--- src/hdl/cpmirq_pkg.sv ---
package cpmirq_pkg;

   // register byte addresses
   localparam logic [7:0] CPMIRQ_IRQ_ENABLE_SET = 8'h00;
   localparam logic [7:0] CPMIRQ_IRQ_ENABLE_CLEAR = 8'h04;
   localparam logic [7:0] CPMIRQ_CLOCK_READINESS_STATUS = 8'h08;
   localparam logic [7:0] CPMIRQ_IRQ_ENABLE_VIEW = 8'h0C;
   localparam logic [7:0] CPMIRQ_OSC_CTRL = 8'h10;
   localparam logic [7:0] CPMIRQ_SYNTH_CONFIG_REG = 8'h14;
   localparam logic [7:0] CPMIRQ_EXT_READY_VIEW = 8'h18;

   // flag positions shared by all four flag registers
   localparam int CPMIRQ_OSC_STABLE_POS = 0;
   localparam int CPMIRQ_SYNTH_LOCK_POS = 2;
   localparam int CPMIRQ_MASTER_CLK_OK_POS = 3;
   localparam int CPMIRQ_PROG_CLK0_OK_POS = 8;
   localparam int CPMIRQ_PROG_CLK_COUNT = 3;
   localparam logic [31:0] CPMIRQ_FLAG_MASK = 32'h0000070D;

   // oscillator control layout
   localparam int CPMIRQ_OSC_ENABLE_POS = 0;
   localparam int CPMIRQ_OSC_BYPASS_POS = 1;
   localparam int CPMIRQ_OSC_COUNT_LSB = 8;
   localparam int CPMIRQ_OSC_COUNT_W = 8;
   localparam int CPMIRQ_OSC_COUNT_SCALE_SHIFT = 3;

   // synthesiser settle field
   localparam int CPMIRQ_SYNTH_COUNT_LSB = 8;
   localparam int CPMIRQ_SYNTH_COUNT_W = 6;
   localparam logic [31:0] CPMIRQ_SYNTH_CONFIG_MASK = 32'h3FFF3FFF;

   // reset values
   localparam logic [31:0] CPMIRQ_ENABLE_RESET = 32'h00000000;
   localparam logic [31:0] CPMIRQ_OSC_CTRL_RESET = 32'h00000000;
   localparam logic [31:0] CPMIRQ_SYNTH_CONFIG_RESET = 32'h00000000;

   // timing
   localparam int CPMIRQ_CLK_HZ = 20000000;
   localparam int CPMIRQ_SLOW_HZ = 32768;
   localparam int CPMIRQ_SLOW_DIV = CPMIRQ_CLK_HZ / CPMIRQ_SLOW_HZ;
   localparam int CPMIRQ_TIMER_W = 16;
   localparam int CPMIRQ_SYNC_STAGES = 3;

endpackage

--- src/hdl/cpmirq_timer_if.sv ---
interface cpmirq_timer_if import cpmirq_pkg::*; ();
   logic start;
   logic abort;
   logic tick;
   logic [CPMIRQ_TIMER_W-1:0] load;
   logic done;

   modport ctrl (output start, output abort, output tick, output load, input done);
   modport timer (input start, input abort, input tick, input load, output done);
endinterface

--- src/hdl/cpmirq_settle_timer.sv ---
module cpmirq_settle_timer
   import cpmirq_pkg::*;
(
   // clock and reset
   input wire logic clk,
   input wire logic rst,
   // control side
   cpmirq_timer_if.timer tif
);

   typedef struct packed {
      logic [CPMIRQ_TIMER_W-1:0] cnt;
      logic busy;
      logic done;
   } cpmirq_timer_state_t;

   cpmirq_timer_state_t st;
   cpmirq_timer_state_t next_st;

   always_comb begin
      next_st = st;
      if (tif.abort) begin
         next_st.busy = 1'b0;
         next_st.done = 1'b0;
      end else if (tif.start) begin
         // a zero count is ready at once
         next_st.cnt = tif.load;
         next_st.busy = (tif.load != '0);
         next_st.done = (tif.load == '0);
      end else if (st.busy && tif.tick) begin
         next_st.cnt = st.cnt - 1'b1;
         if (st.cnt == {{(CPMIRQ_TIMER_W-1){1'b0}}, 1'b1}) begin
            next_st.busy = 1'b0;
            next_st.done = 1'b1;
         end
      end
   end

   always_ff @(posedge clk) begin
      if (rst) begin
         st <= '0;
      end else begin
         st <= next_st;
      end
   end

   assign tif.done = st.done;

endmodule

--- src/hdl/cpmirq_top.sv ---
// Implementation choices: the address-and-strobe port and the address map.
module cpmirq_top
   import cpmirq_pkg::*;
#(
   parameter int SLOW_DIV = CPMIRQ_SLOW_DIV
)
(
   // clock and reset
   input wire logic clk,
   input wire logic rst,
   // register port
   input wire logic [7:0] addr,
   input wire logic [31:0] wdata,
   input wire logic wr,
   input wire logic rd,
   output logic [31:0] rdata,
   // readiness inputs from clock logic
   input wire logic master_clk_ok,
   input wire logic [CPMIRQ_PROG_CLK_COUNT-1:0] prog_clk_ok,
   // interrupt
   output logic irq
);

   localparam int NSYNC = 1 + CPMIRQ_PROG_CLK_COUNT;

   typedef struct packed {
      logic [15:0] slow_cnt;
      logic slow_tick;
      logic [31:0] enable;
      logic [31:0] osc_ctrl;
      logic [31:0] synth_cfg;
      logic [NSYNC-1:0] s1;
      logic [NSYNC-1:0] s2;
      logic [NSYNC-1:0] s3;
      logic [NSYNC-1:0] ext_ok;
      logic [31:0] rdata;
      logic irq;
   } cpmirq_state_t;

   cpmirq_state_t st;
   cpmirq_state_t next_st;

   cpmirq_timer_if osc_tif ();
   cpmirq_timer_if synth_tif ();

   logic [31:0] status;
   logic [NSYNC-1:0] ext_raw;

   function automatic logic hit(input logic [7:0] a, input logic [7:0] off);
      hit = (a == off);
   endfunction

   cpmirq_settle_timer u_osc_timer (
      .clk(clk),
      .rst(rst),
      .tif(osc_tif)
   );

   cpmirq_settle_timer u_synth_timer (
      .clk(clk),
      .rst(rst),
      .tif(synth_tif)
   );

   assign ext_raw = {prog_clk_ok, master_clk_ok};

   // status word assembly
   always_comb begin
      status = '0;
      status[CPMIRQ_OSC_STABLE_POS] = st.osc_ctrl[CPMIRQ_OSC_BYPASS_POS] | osc_tif.done;
      status[CPMIRQ_SYNTH_LOCK_POS] = synth_tif.done;
      status[CPMIRQ_MASTER_CLK_OK_POS] = st.ext_ok[0];
      status[CPMIRQ_PROG_CLK0_OK_POS +: CPMIRQ_PROG_CLK_COUNT] = st.ext_ok[NSYNC-1:1];
   end

   // timer requests decoded from register writes
   always_comb begin
      osc_tif.tick = st.slow_tick;
      synth_tif.tick = st.slow_tick;
      osc_tif.load = CPMIRQ_TIMER_W'({wdata[CPMIRQ_OSC_COUNT_LSB +: CPMIRQ_OSC_COUNT_W],
                                      {CPMIRQ_OSC_COUNT_SCALE_SHIFT{1'b0}}});
      osc_tif.start = 1'b0;
      osc_tif.abort = 1'b0;
      if (wr && hit(addr, CPMIRQ_OSC_CTRL)) begin
         // bypass or disable stops the count
         if (wdata[CPMIRQ_OSC_BYPASS_POS] || !wdata[CPMIRQ_OSC_ENABLE_POS]) begin
            osc_tif.abort = 1'b1;
         end else if (!st.osc_ctrl[CPMIRQ_OSC_ENABLE_POS] || st.osc_ctrl[CPMIRQ_OSC_BYPASS_POS]) begin
            osc_tif.start = 1'b1;
         end
      end
      // restart settle count on config write
      synth_tif.abort = 1'b0;
      synth_tif.start = wr && hit(addr, CPMIRQ_SYNTH_CONFIG_REG);
      synth_tif.load = CPMIRQ_TIMER_W'(wdata[CPMIRQ_SYNTH_COUNT_LSB +: CPMIRQ_SYNTH_COUNT_W]);
   end

   always_comb begin
      next_st = st;
      // slow clock enable divider
      next_st.slow_tick = 1'b0;
      if (st.slow_cnt == 16'(SLOW_DIV - 1)) begin
         next_st.slow_cnt = '0;
         next_st.slow_tick = 1'b1;
      end else begin
         next_st.slow_cnt = st.slow_cnt + 16'h0001;
      end
      // three stage synchroniser, accepted once stages two and three agree
      next_st.s1 = ext_raw;
      next_st.s2 = st.s1;
      next_st.s3 = st.s2;
      for (int i = 0; i < NSYNC; i++) begin
         if (st.s2[i] == st.s3[i]) begin
            next_st.ext_ok[i] = st.s3[i];
         end
      end
      if (wr) begin
         if (hit(addr, CPMIRQ_IRQ_ENABLE_SET)) begin
            next_st.enable = st.enable | (wdata & CPMIRQ_FLAG_MASK);
         end
         if (hit(addr, CPMIRQ_IRQ_ENABLE_CLEAR)) begin
            next_st.enable = st.enable & ~(wdata & CPMIRQ_FLAG_MASK);
         end
         if (hit(addr, CPMIRQ_OSC_CTRL)) begin
            next_st.osc_ctrl = wdata & 32'h0000FF03;
         end
         if (hit(addr, CPMIRQ_SYNTH_CONFIG_REG)) begin
            next_st.synth_cfg = wdata & CPMIRQ_SYNTH_CONFIG_MASK;
         end
      end
      // read data stand only in the cycle after the strobe
      next_st.rdata = '0;
      if (rd) begin
         case (addr)
            CPMIRQ_CLOCK_READINESS_STATUS: next_st.rdata = status;
            CPMIRQ_IRQ_ENABLE_VIEW: next_st.rdata = ~st.enable & CPMIRQ_FLAG_MASK;
            CPMIRQ_OSC_CTRL: next_st.rdata = st.osc_ctrl;
            CPMIRQ_SYNTH_CONFIG_REG: next_st.rdata = st.synth_cfg;
            CPMIRQ_EXT_READY_VIEW: next_st.rdata = 32'(st.ext_ok);
            default: next_st.rdata = '0;
         endcase
      end
      next_st.irq = |(status & st.enable);
   end

   always_ff @(posedge clk) begin
      if (rst) begin
         st <= '0;
         st.enable <= CPMIRQ_ENABLE_RESET;
         st.osc_ctrl <= CPMIRQ_OSC_CTRL_RESET;
         st.synth_cfg <= CPMIRQ_SYNTH_CONFIG_RESET;
      end else begin
         st <= next_st;
      end
   end

   assign rdata = st.rdata;
   assign irq = st.irq;

endmodule

--- config.mk ---
export PLATFORM = sky130hd
export DESIGN_NAME = cpmirq_top
export DESIGN_NICKNAME = d
export VERILOG_FILES = /design/src/hdl/cpmirq_pkg.sv /design/src/hdl/cpmirq_timer_if.sv /design/src/hdl/cpmirq_settle_timer.sv /design/src/hdl/cpmirq_top.sv
export SDC_FILE = /design/constraint.sdc
export NUM_CORES = 1
export LEC_CHECK = 0
export ABC_AREA = 1
export BUFFER_PORTS_ARGS = -buffer_cell sky130_fd_sc_hd__buf_4
export CELL_PAD_IN_SITES_DETAIL_PLACEMENT = 0
export CELL_PAD_IN_SITES_GLOBAL_PLACEMENT = 1
export CORE_UTILIZATION = 47
export CTS_BUF_LIST = sky130_fd_sc_hd__clkbuf_8
export CTS_CLUSTER_SIZE = 14
export DETAILED_ROUTE_END_ITERATION = 6
export PLACE_DENSITY = 0.95
export SLEW_MARGIN = 20
export SYNTH_ARGS = -nofsm -noshare
export SYNTH_HDL_FRONTEND = slang
export SYNTH_SLANG_ARGS = --single-unit
--- constraint.sdc ---
create_clock -name clk -period 3.1 [get_ports clk]
set_input_delay 0.465 -clock clk [delete_from_list [all_inputs] [get_ports clk]]
set_output_delay 0.465 -clock clk [all_outputs]
set_load 0.01 [all_outputs]
Word level (Yosys, flattened, before mapping) --
Cells that the tools add are included.
Cells by class: add/sub/neg operators 3, eq/ne operators 13, muxes and demuxes 15, bitwise logic cells 8, reductions and logical operators 29
Operators by type and width (number):
- $pmux 30 s5 | 1
- $mux 32 | 2
- $mux 18 | 2
- $and 11x32->32 | 1
- $and 32x32->32 | 1
- $eq 16x1->1 const B | 2
- $logic_not 16->1 | 2
- $not 11->32 | 1
- $or 32x11->32 | 1
- $reduce_bool 16->1 | 2
- $reduce_or 32->1 | 1
- $sub 16x1->16 const B | 2
- $eq 8x5->1 const B | 3
- $add 16x1->16 const B | 1
- $eq 16x10->1 const B | 1
- $eq 8x4->1 const B | 2
- $mux 8 | 2
- $reduce_and 2->1 | 6
- $not 11->11 | 1
- $reduce_bool 2->1 | 5
- $eq 8x3->1 const B | 1
- $logic_not 8->1 | 1
- $reduce_or 2->1 | 4
- $mux 1 | 6
- other kinds (7) | 17
Word-level totals: bits in registers 172, input bits 48

Longest topological paths before layout --
Gate-level depths: netlist (run 1).
depth in word-level cells 7, mapped depth 11

Hierarchy --
A second synthesis (run 1) with hierarchy kept.
Unflattened totals: cells, all modules 1097, area total of the unflattened synthesis 7208.2 um^2
By module, submodules not included:
- cpmirq_top | instances 1, cells an instance 645, area each 4563.1 um^2
- cpmirq_settle_timer | instances 2, cells an instance 226, area each 1322.5 um^2

Least setup slack after synthesis (run 1) --
Ideal clock, no wire load.
path kind input port to flip-flop, start in addr[7], end reg u_synth_timer.st (netlist bit u_synth_timer.tif.done), library setup time 111 ps, arrival time 1425 ps, setup slack 1564 ps, stages on the path 8, path buffers 1, cell sequence nor2_2 nand2_4 nor2_4 nand2_2 buf_6 or2_1 nand3_1 inv_1
Between the ends: cells in the longest elaborated chain, start to end 4
Ends and longest elaborated chain:
- start: declaration | line cpmirq_top.sv:12 | input wire logic [7:0] addr,
- $eq 8x5->1 * | line cpmirq_top.sv:50 | hit = (a == off);
- $logic_and 1x1->1 * | line cpmirq_top.sv:94 | synth_tif.start = wr && hit(addr, CPMIRQ_SYNTH_CONFIG_REG);
- $reduce_bool 2->1 (no source line)
- $reduce_and 2->1 (no source line)
- end signal: assignment | line cpmirq_settle_timer.sv:43 | st <= next_st;
- end: declaration | line cpmirq_settle_timer.sv:17 | cpmirq_timer_state_t st;
Every way passes the cells marked *; elsewhere a longest branch is shown, timed or not. A chain may end at the register's enable or synchronous reset.

Worst setup path after layout (run 1) --
start in addr[7], end reg st[62] in the netlist's numbering
Between the ends: cells in the longest elaborated chain, start to end 2
Ends and longest elaborated chain:
- $eq 8x5->1 | line cpmirq_top.sv:50
- $reduce_and 2->1 (no source line)
- end signal: assignment | line cpmirq_top.sv:153 | st <= next_st;
- end: declaration | line cpmirq_top.sv:40 | cpmirq_state_t st;
Every way passes these cells.

==> results of run 1 <==
==> cells by family (layout without fill, tap and decap cells) <==
group           after synthesis  in the layout  share of synthesized area [%]
buf+inv                     182            236                           13.1
xor+xnor                     12             12                           1.63
compound gates              153            153                           12.6
flops                       144            144                           44.7
other cells                   1              2                         0.0581
fa+ha+maj                     6              6                           1.16
simple gates                383            383                           26.8
==> stage by stage <==
step                cell area (sq um)  setup slack, ps
global placement                 6910              943
detailed placement               6910              938
global route                     7350             1250
finish                           7350             1390
floorplan                        6460             1560
CTS                              7350             1430
==> cells in the mapped netlist, types with 2 or more instances <==
cell type	number
nor2_4	3
a21oi_1	71
dfxtp_1	144
or2_2	3
nor2_2	5
xnor2_1	2
a211oi_1	7
nand4_1	8
xor2_1	10
buf_6	2
o21ai_0	53
o211ai_1	2
nand3_2	4
ha_1	6
inv_2	4
nand2_2	4
nor3b_1	4
nand3_1	58
o21ai_1	12
nand2_1	135
inv_1	118
nor2_1	115
nor3_1	33
nand2_4	3
o22ai_1	2
clkbuf_1	11
buf_2	10
buf_4	34
==> final cells by class <==
| class | count | area [sq um] | share of cell area (%) |
|---|---|---|---|
| Multi-Input combinational cell | 556 | 2730 | 37.1 |
| Clock buffer | 18 | 248 | 3.37 |
| Sequential cell | 144 | 2880 | 39.2 |
| Clock inverter | 13 | 195 | 2.65 |
| Timing Repair Buffer | 81 | 608 | 8.27 |
| Tap cell | 176 | 220 | 2.99 |
| Inverter | 124 | 470 | 6.40 |
==> registers in the layout, summed over array words and instances (netlist names), named ones only <==
name                    flops
u_synth_timer.st           17
rdata                      30
u_osc_timer.st             17
next_st                     8
osc_tif.tick                1
st                         62
u_synth_timer.tif.done      1
u_osc_timer.tif.done        1
irq                         1
==> per-layer routing <==
metal	wire, um	vias to the layer above
met5	0	-
met4	127	0
met3	720	14
met2	6070	115
met1	6790	2399
li1	-	2871
==> power by group <==
part           switching (uW)  internal, uW  total, uW  leakage [uW]
logic                    88.9          60.0        149       0.00179
registers                5.90          1860       1870       0.00116
clock network             671           964       1630      0.000223
total                     766          2880       3650       0.00317
==> worst max-delay path by stage <==
stage                                           to
4_1_cts                        st[62]$_SDFFE_PP0P_
3_5_place_dp                   st[62]$_SDFFE_PP0P_
6_report                       st[62]$_SDFFE_PP0P_
3_3_place_gp                   st[62]$_SDFFE_PP0P_
2_1_floorplan  u_synth_timer.tif.done$_SDFFE_PP0P_
5_1_grt                         st[160]$_SDFF_PP0_
==> worst max-delay path: cells and delay by family <==
kind	cells	cell delay, ps
buf+inv	2	280
simple gates	5	1100
compound gates	1	200
==> summary.txt, run 1 <==
Final layout
  • Leading cell type in the layout, fill and taps excluded: dfxtp_1
  • Area growth syn-to-layout: 14.0%
  • Layout cells sized above 1: 15.2%
  • Most frequent cells in the layout: dfxtp_1, nand2_1, inv_1
  • Post-Layout Cell Count: 1112
  • Fill cells: 1345
  • Antenna diodes: 0
  • # nets final: 978
  • Finished Core Util: 55.3%

STA
  • RSZ-0062 raised after global routing: no
  • Fin Setup TNS: 0 ps
  • Hold_ws: 227 ps
  • Slew @ Worst Pin: 545 ps
  • Peak Freq: 584 MHz
  • Slew Viols, Final: 0
  • Max-slew headroom: 63.6%
  • Final hold viol count: 0
  • Crit path time final: 1710 ps
  • Final setup fails: 0
  • Fin crit share: 55.2%
  • Clock Skew: 7.95 ps

Run status
  • Status: completed

Global route
  • Number of global-route vias before repair: 4865
  • Met1 Use GR: 26.7%
  • Initial antenna violation count: 0
  • Largest net degree at the start of global routing: 56
  • Met2 Use GR: 31.3%
  • Remaining Overflow, GRT: 0
  • First-pass GRT wire length: 22800 um
  • Top Usage Layer GRT: met2
  • Total global-route track usage: 20.0%
  • M3 GR Usage: 5.70%

Yosys
  • YS warnings: 0
  • Synth Instances: 881
  • Leading area contributor after synthesis: dfxtp_1
  • Synth area leaders: dfxtp_1, nand2_1, inv_1, nor2_1, a21oi_1
  • Yosys reg bits: 144
  • EDFF count, synth: 0
  • Synth async-reset ratio: 0%
  • Syn avg cell area: 7.32 sq um
  • Sequential area share after synthesis: 44.7%
  • Unique cell type count in the Yosys netlist: 46
  • Mapped Area: 6450 sq um
  • Main synth FF type: dfxtp_1
  • Top-area cell type share of the netlist area: 44.7%

Worst hold path
  • Worst Hold Class: in2reg
  • HP Start: master_clk_ok
  • Hold path depth: 3
  • Hold EP: next_st[41]$_SDFF_PP0_

Floorplan
  • Io pins: 81
  • Starting Density: 48.5%
  • DIE AREA: 14200 sq um
  • Die Ht: 119 um
  • FP Rows: 42
  • Die W: 119 um
  • Core Box Area: 13300 sq um

Critical path
  • Critical Path Fanout Max: 24
  • CP required: 3430 ps
  • RR Endpoint: st[158]$_SDFF_PP0_
  • CP Capture Type: flip-flop
  • CP max stage cell: nand2_2
  • Crit-path max cell delay: 320 ps
  • Critical path origin: addr[7]
  • Reg2reg path depth: 6
  • R2r setup slk: 1460 ps
  • WP data arrival: 2040 ps
  • Crit path cell chain: buf_4 > nor2_2 > nand2_4 > nor2_4 > nand2_2 > nand2_2 > inv_2 > a22o_1
  • CP Launch Type: input pin
  • RR Startpoint: st[146]$_SDFF_PP0_
  • Most used cell, CP: nand2_2
  • WS Path Type: in2reg

Clock network
  • Clk root buf: clkbuf_8
  • TritonCTS buffer count: 17
  • CTS resizes: 0
  • Htree depth: 4
  • Sink Count: 144
  • CTS tree: done
  • Clock Path Buffers: 2
  • Hold-fix buffers at CTS: 0
  • Worst-Skew Late Latency: 440 ps
  • Worst-path clk slew: 80 ps
  • Setup bufs post-CTS: 0

Routing
  • DRC viols: 0
  • Avg WL per Cell: 12.3 um
  • Via/cell ratio: 4.86
  • Drt pass-1 iters: 5
  • Initial DRC count: 321
  • DR vias: 5399
  • WL final: 13700 um
  • Final antenna-violating net count: 0

Place
  • RePlAce Congestion: 0.871
  • DP Wirelength: 9710 um
  • # port buffers: 76
  • Dpl cells: 1081

Power
  • Worst IR drop on VDD: 0.000376 V
  • Tot Pwr: 3650 uW
  • LEAKAGE: 0.00317 uW
  • Cell Pwr Density: 496 nW/um^2

Run
  • Number of max-cap violations: 0
Power figures use the tool's default switching activity.
==> run 2, diff against run 1 <==
Settings changed: ABC_AREA 1 to 0, CORE_UTILIZATION 47 to 45, PLACE_DENSITY 0.95 to 0.93.
Clock period 3.1 ns to 1.7 ns, I/O delays scaled along.
==> run 2 against run 1 <==
The flow now finishes with violations (setup timing). Worst setup slack worse by 1400 ps. Utilization up 2.5 points. Flip-flop and latch count stayed put. Sequential share of layout area decreased by 1.4 points. Clock skew up 2.8 ps. Sequential power up 82%. First-iteration DRC count grew 11%. Die area fell by 1.5%. Register-to-register slack got worse by 1500 ps. Clock-buffer cell count did not move.
==> summary.txt, run 2 <==
Power
  • Cell Pwr Density: 842 nW/um^2
  • Worst IR drop on VDD: 0.000446 V
  • LEAKAGE: 0.00300 uW
  • Tot Pwr: 6420 uW

Critical path
  • CP Launch Type: flip-flop
  • Crit-path max cell delay: 550 ps
  • WP data arrival: 2090 ps
  • CP max stage cell: or4_4
  • CP Capture Type: flip-flop
  • CP required: 2080 ps
  • Most used cell, CP: a21oi_1
  • WS Path Type: reg2reg
  • Critical Path Fanout Max: 6
  • Crit path cell chain: or4_4 > buf_6 > or3_1 > a21oi_1 > o21ai_1 > a21oi_1

STA
  • Worst setup margin: -9.81 ps
  • Peak Freq: 585 MHz
  • Max-slew headroom: 44.1%
  • Final setup fails: 3
  • Slew Viols, Final: 0
  • RSZ-0062 raised after global routing: yes
  • Clock Skew: 10.8 ps
  • Slew @ Worst Pin: 839 ps
  • Crit path time final: 1710 ps
  • Fin crit share: 101%
  • Hold_ws: 32.0 ps
  • Final hold viol count: 0

Floorplan
  • Die W: 118 um
  • FP Rows: 42
  • Core Box Area: 13200 sq um
  • Starting Density: 46.1%
  • DIE AREA: 14000 sq um
  • Die Ht: 118 um
  • Io pins: 81

Clock network
  • Htree depth: 4
  • CTS tree: done
  • TritonCTS buffer count: 17
  • Worst-path clk slew: 80 ps
  • Clk root buf: clkbuf_8
  • Clock Path Buffers: 2
  • Worst-Skew Late Latency: 450 ps
  • Sink Count: 144

Place
  • # port buffers: 76
  • RePlAce Congestion: 0.833
  • Dpl cells: 948
  • DP Wirelength: 10300 um

Yosys
  • Top-area cell type share of the netlist area: 47.4%
  • Sequential area share after synthesis: 47.4%
  • Unique cell type count in the Yosys netlist: 63
  • YS warnings: 0
  • EDFF count, synth: 0
  • Synth Instances: 697
  • Yosys reg bits: 144
  • Syn avg cell area: 8.73 sq um
  • Mapped Area: 6080 sq um
  • Main synth FF type: dfxtp_1
  • Synth async-reset ratio: 0%
  • Count leader, synth: dfxtp_1
  • Synth area leaders: dfxtp_1, nand2_1, a21oi_1, buf_4, nor2_1
  • Leading area contributor after synthesis: dfxtp_1
  • Commonest cells in the netlist: dfxtp_1, nand2_1, a21oi_1, nor2_1, buf_4

Global route
  • Largest net degree at the start of global routing: 78
  • Initial antenna violation count: 0
  • Remaining Overflow, GRT: 0
  • Number of global-route vias before repair: 4944
  • Total global-route track usage: 21.4%
  • First-pass GRT wire length: 23800 um

Final layout
  • Most frequent cells in the layout: dfxtp_1, buf_4, nand2_1
  • Max reg flops: 62
  • Biggest register: st
  • Post-Layout Cell Count: 986
  • Area growth syn-to-layout: 25.4%
  • Leading cell type in the layout, fill and taps excluded: dfxtp_1
  • # nets final: 851
  • Antenna diodes: 0
  • Layout cells sized above 1: 27.3%

Routing
  • Avg WL per Cell: 14.6 um
  • Drt pass-1 iters: 6
  • WL final: 14400 um
  • Initial DRC count: 356
  • Final antenna-violating net count: 0
  • DR vias: 5137
  • DRC viols: 0
  • Via/cell ratio: 5.21

Worst hold path
  • Worst Hold Class: in2reg

Run status
  • Failing checks: setup timing
  • Status: complete, but fails checks

Run
  • Number of max-cap violations: 0
run 2: repair_timing:
action,4_1_cts,5_1_grt
hold buffers,4,0
pin swaps,6,4
endpoints found under the setup margin,12,20
buffers inserted,2,0
resized for setup,16,14
hold endpoints to repair,4,0
run 2: final cells by class:
type	instances	area, sq um
fill	1177	5560
multi-input combinational	481	2930
sequential	144	2890
timing repair buffer	145	1160
clock buffer	18	248
tap	176	220
clock inverter	14	158
inverter	8	30.0
run 2: layer usage:
layer	GRT usage, %	up-vias	part of all wire (%)
met4	9.46	0	1.9
met3	5.89	22	5.2
met2	35.4	141	49
met5	0	-	0
li1	-	2573	-
met1	26.0	2401	44
run 2: path summary, 6_finish.rpt:
path | startpoint | endpoint | slack, ps | depth (start not counted)
setup / recovery | u_osc_timer.st[2]$_SDFFE_PP0P_ | u_osc_timer.st[7]$_SDFFE_PP0P_ | -10 | 6
hold / removal | prog_clk_ok[1] | next_st[43]$_SDFF_PP0_ | 30 | 2
setup reg to reg | u_osc_timer.st[2]$_SDFFE_PP0P_ | u_osc_timer.st[7]$_SDFFE_PP0P_ | -10 | 6
hold reg to reg | next_st[43]$_SDFF_PP0_ | next_st[39]$_SDFF_PP0_ | 440 | 1
run 2: worst max-delay path: cells and delay by family, from the launching register on:
kind,cells,cell delay [ps]
AO/OA/AOI/OAI,3,300
buffers and inverters,1,150
AND/OR/NAND/NOR,2,840
flip-flops,1,340
run 2: stage by stage:
stage / utilization, % / setup WS [ps] / TNS [ps] / cell area (sq um)
after CTS: 57.4 / -11.0 / -11.0 / 7570
after detailed placement: 53.5 / -367 / -13530 / 7060
after global placement: 53.5 / -338 / -11510 / 7060
final: 57.8 / -9.81 / -26.5 / 7630
after global routing: 57.8 / -94.8 / -427 / 7630
after floorplan: - / -130 / -1310 / 6140
run 2: power breakdown:
part	internal [uW]	total, uW	switching (uW)
sequential	3390	3400	13.2
clock	1360	2720	1350
combinational	143	301	158
total	4900	6420	1520
run 2: cell families after synthesis:
logic type                 share of synthesized area, %
and+or+nand+nor                                    24.7
buffers and inverters                              6.62
xor gates and xnor gates                           5.18
AOI/OAI and AO/OA                                  14.4
muxes                                             0.329
adders and majority gates                          1.23
other                                            0.0617
DFF                                                47.4
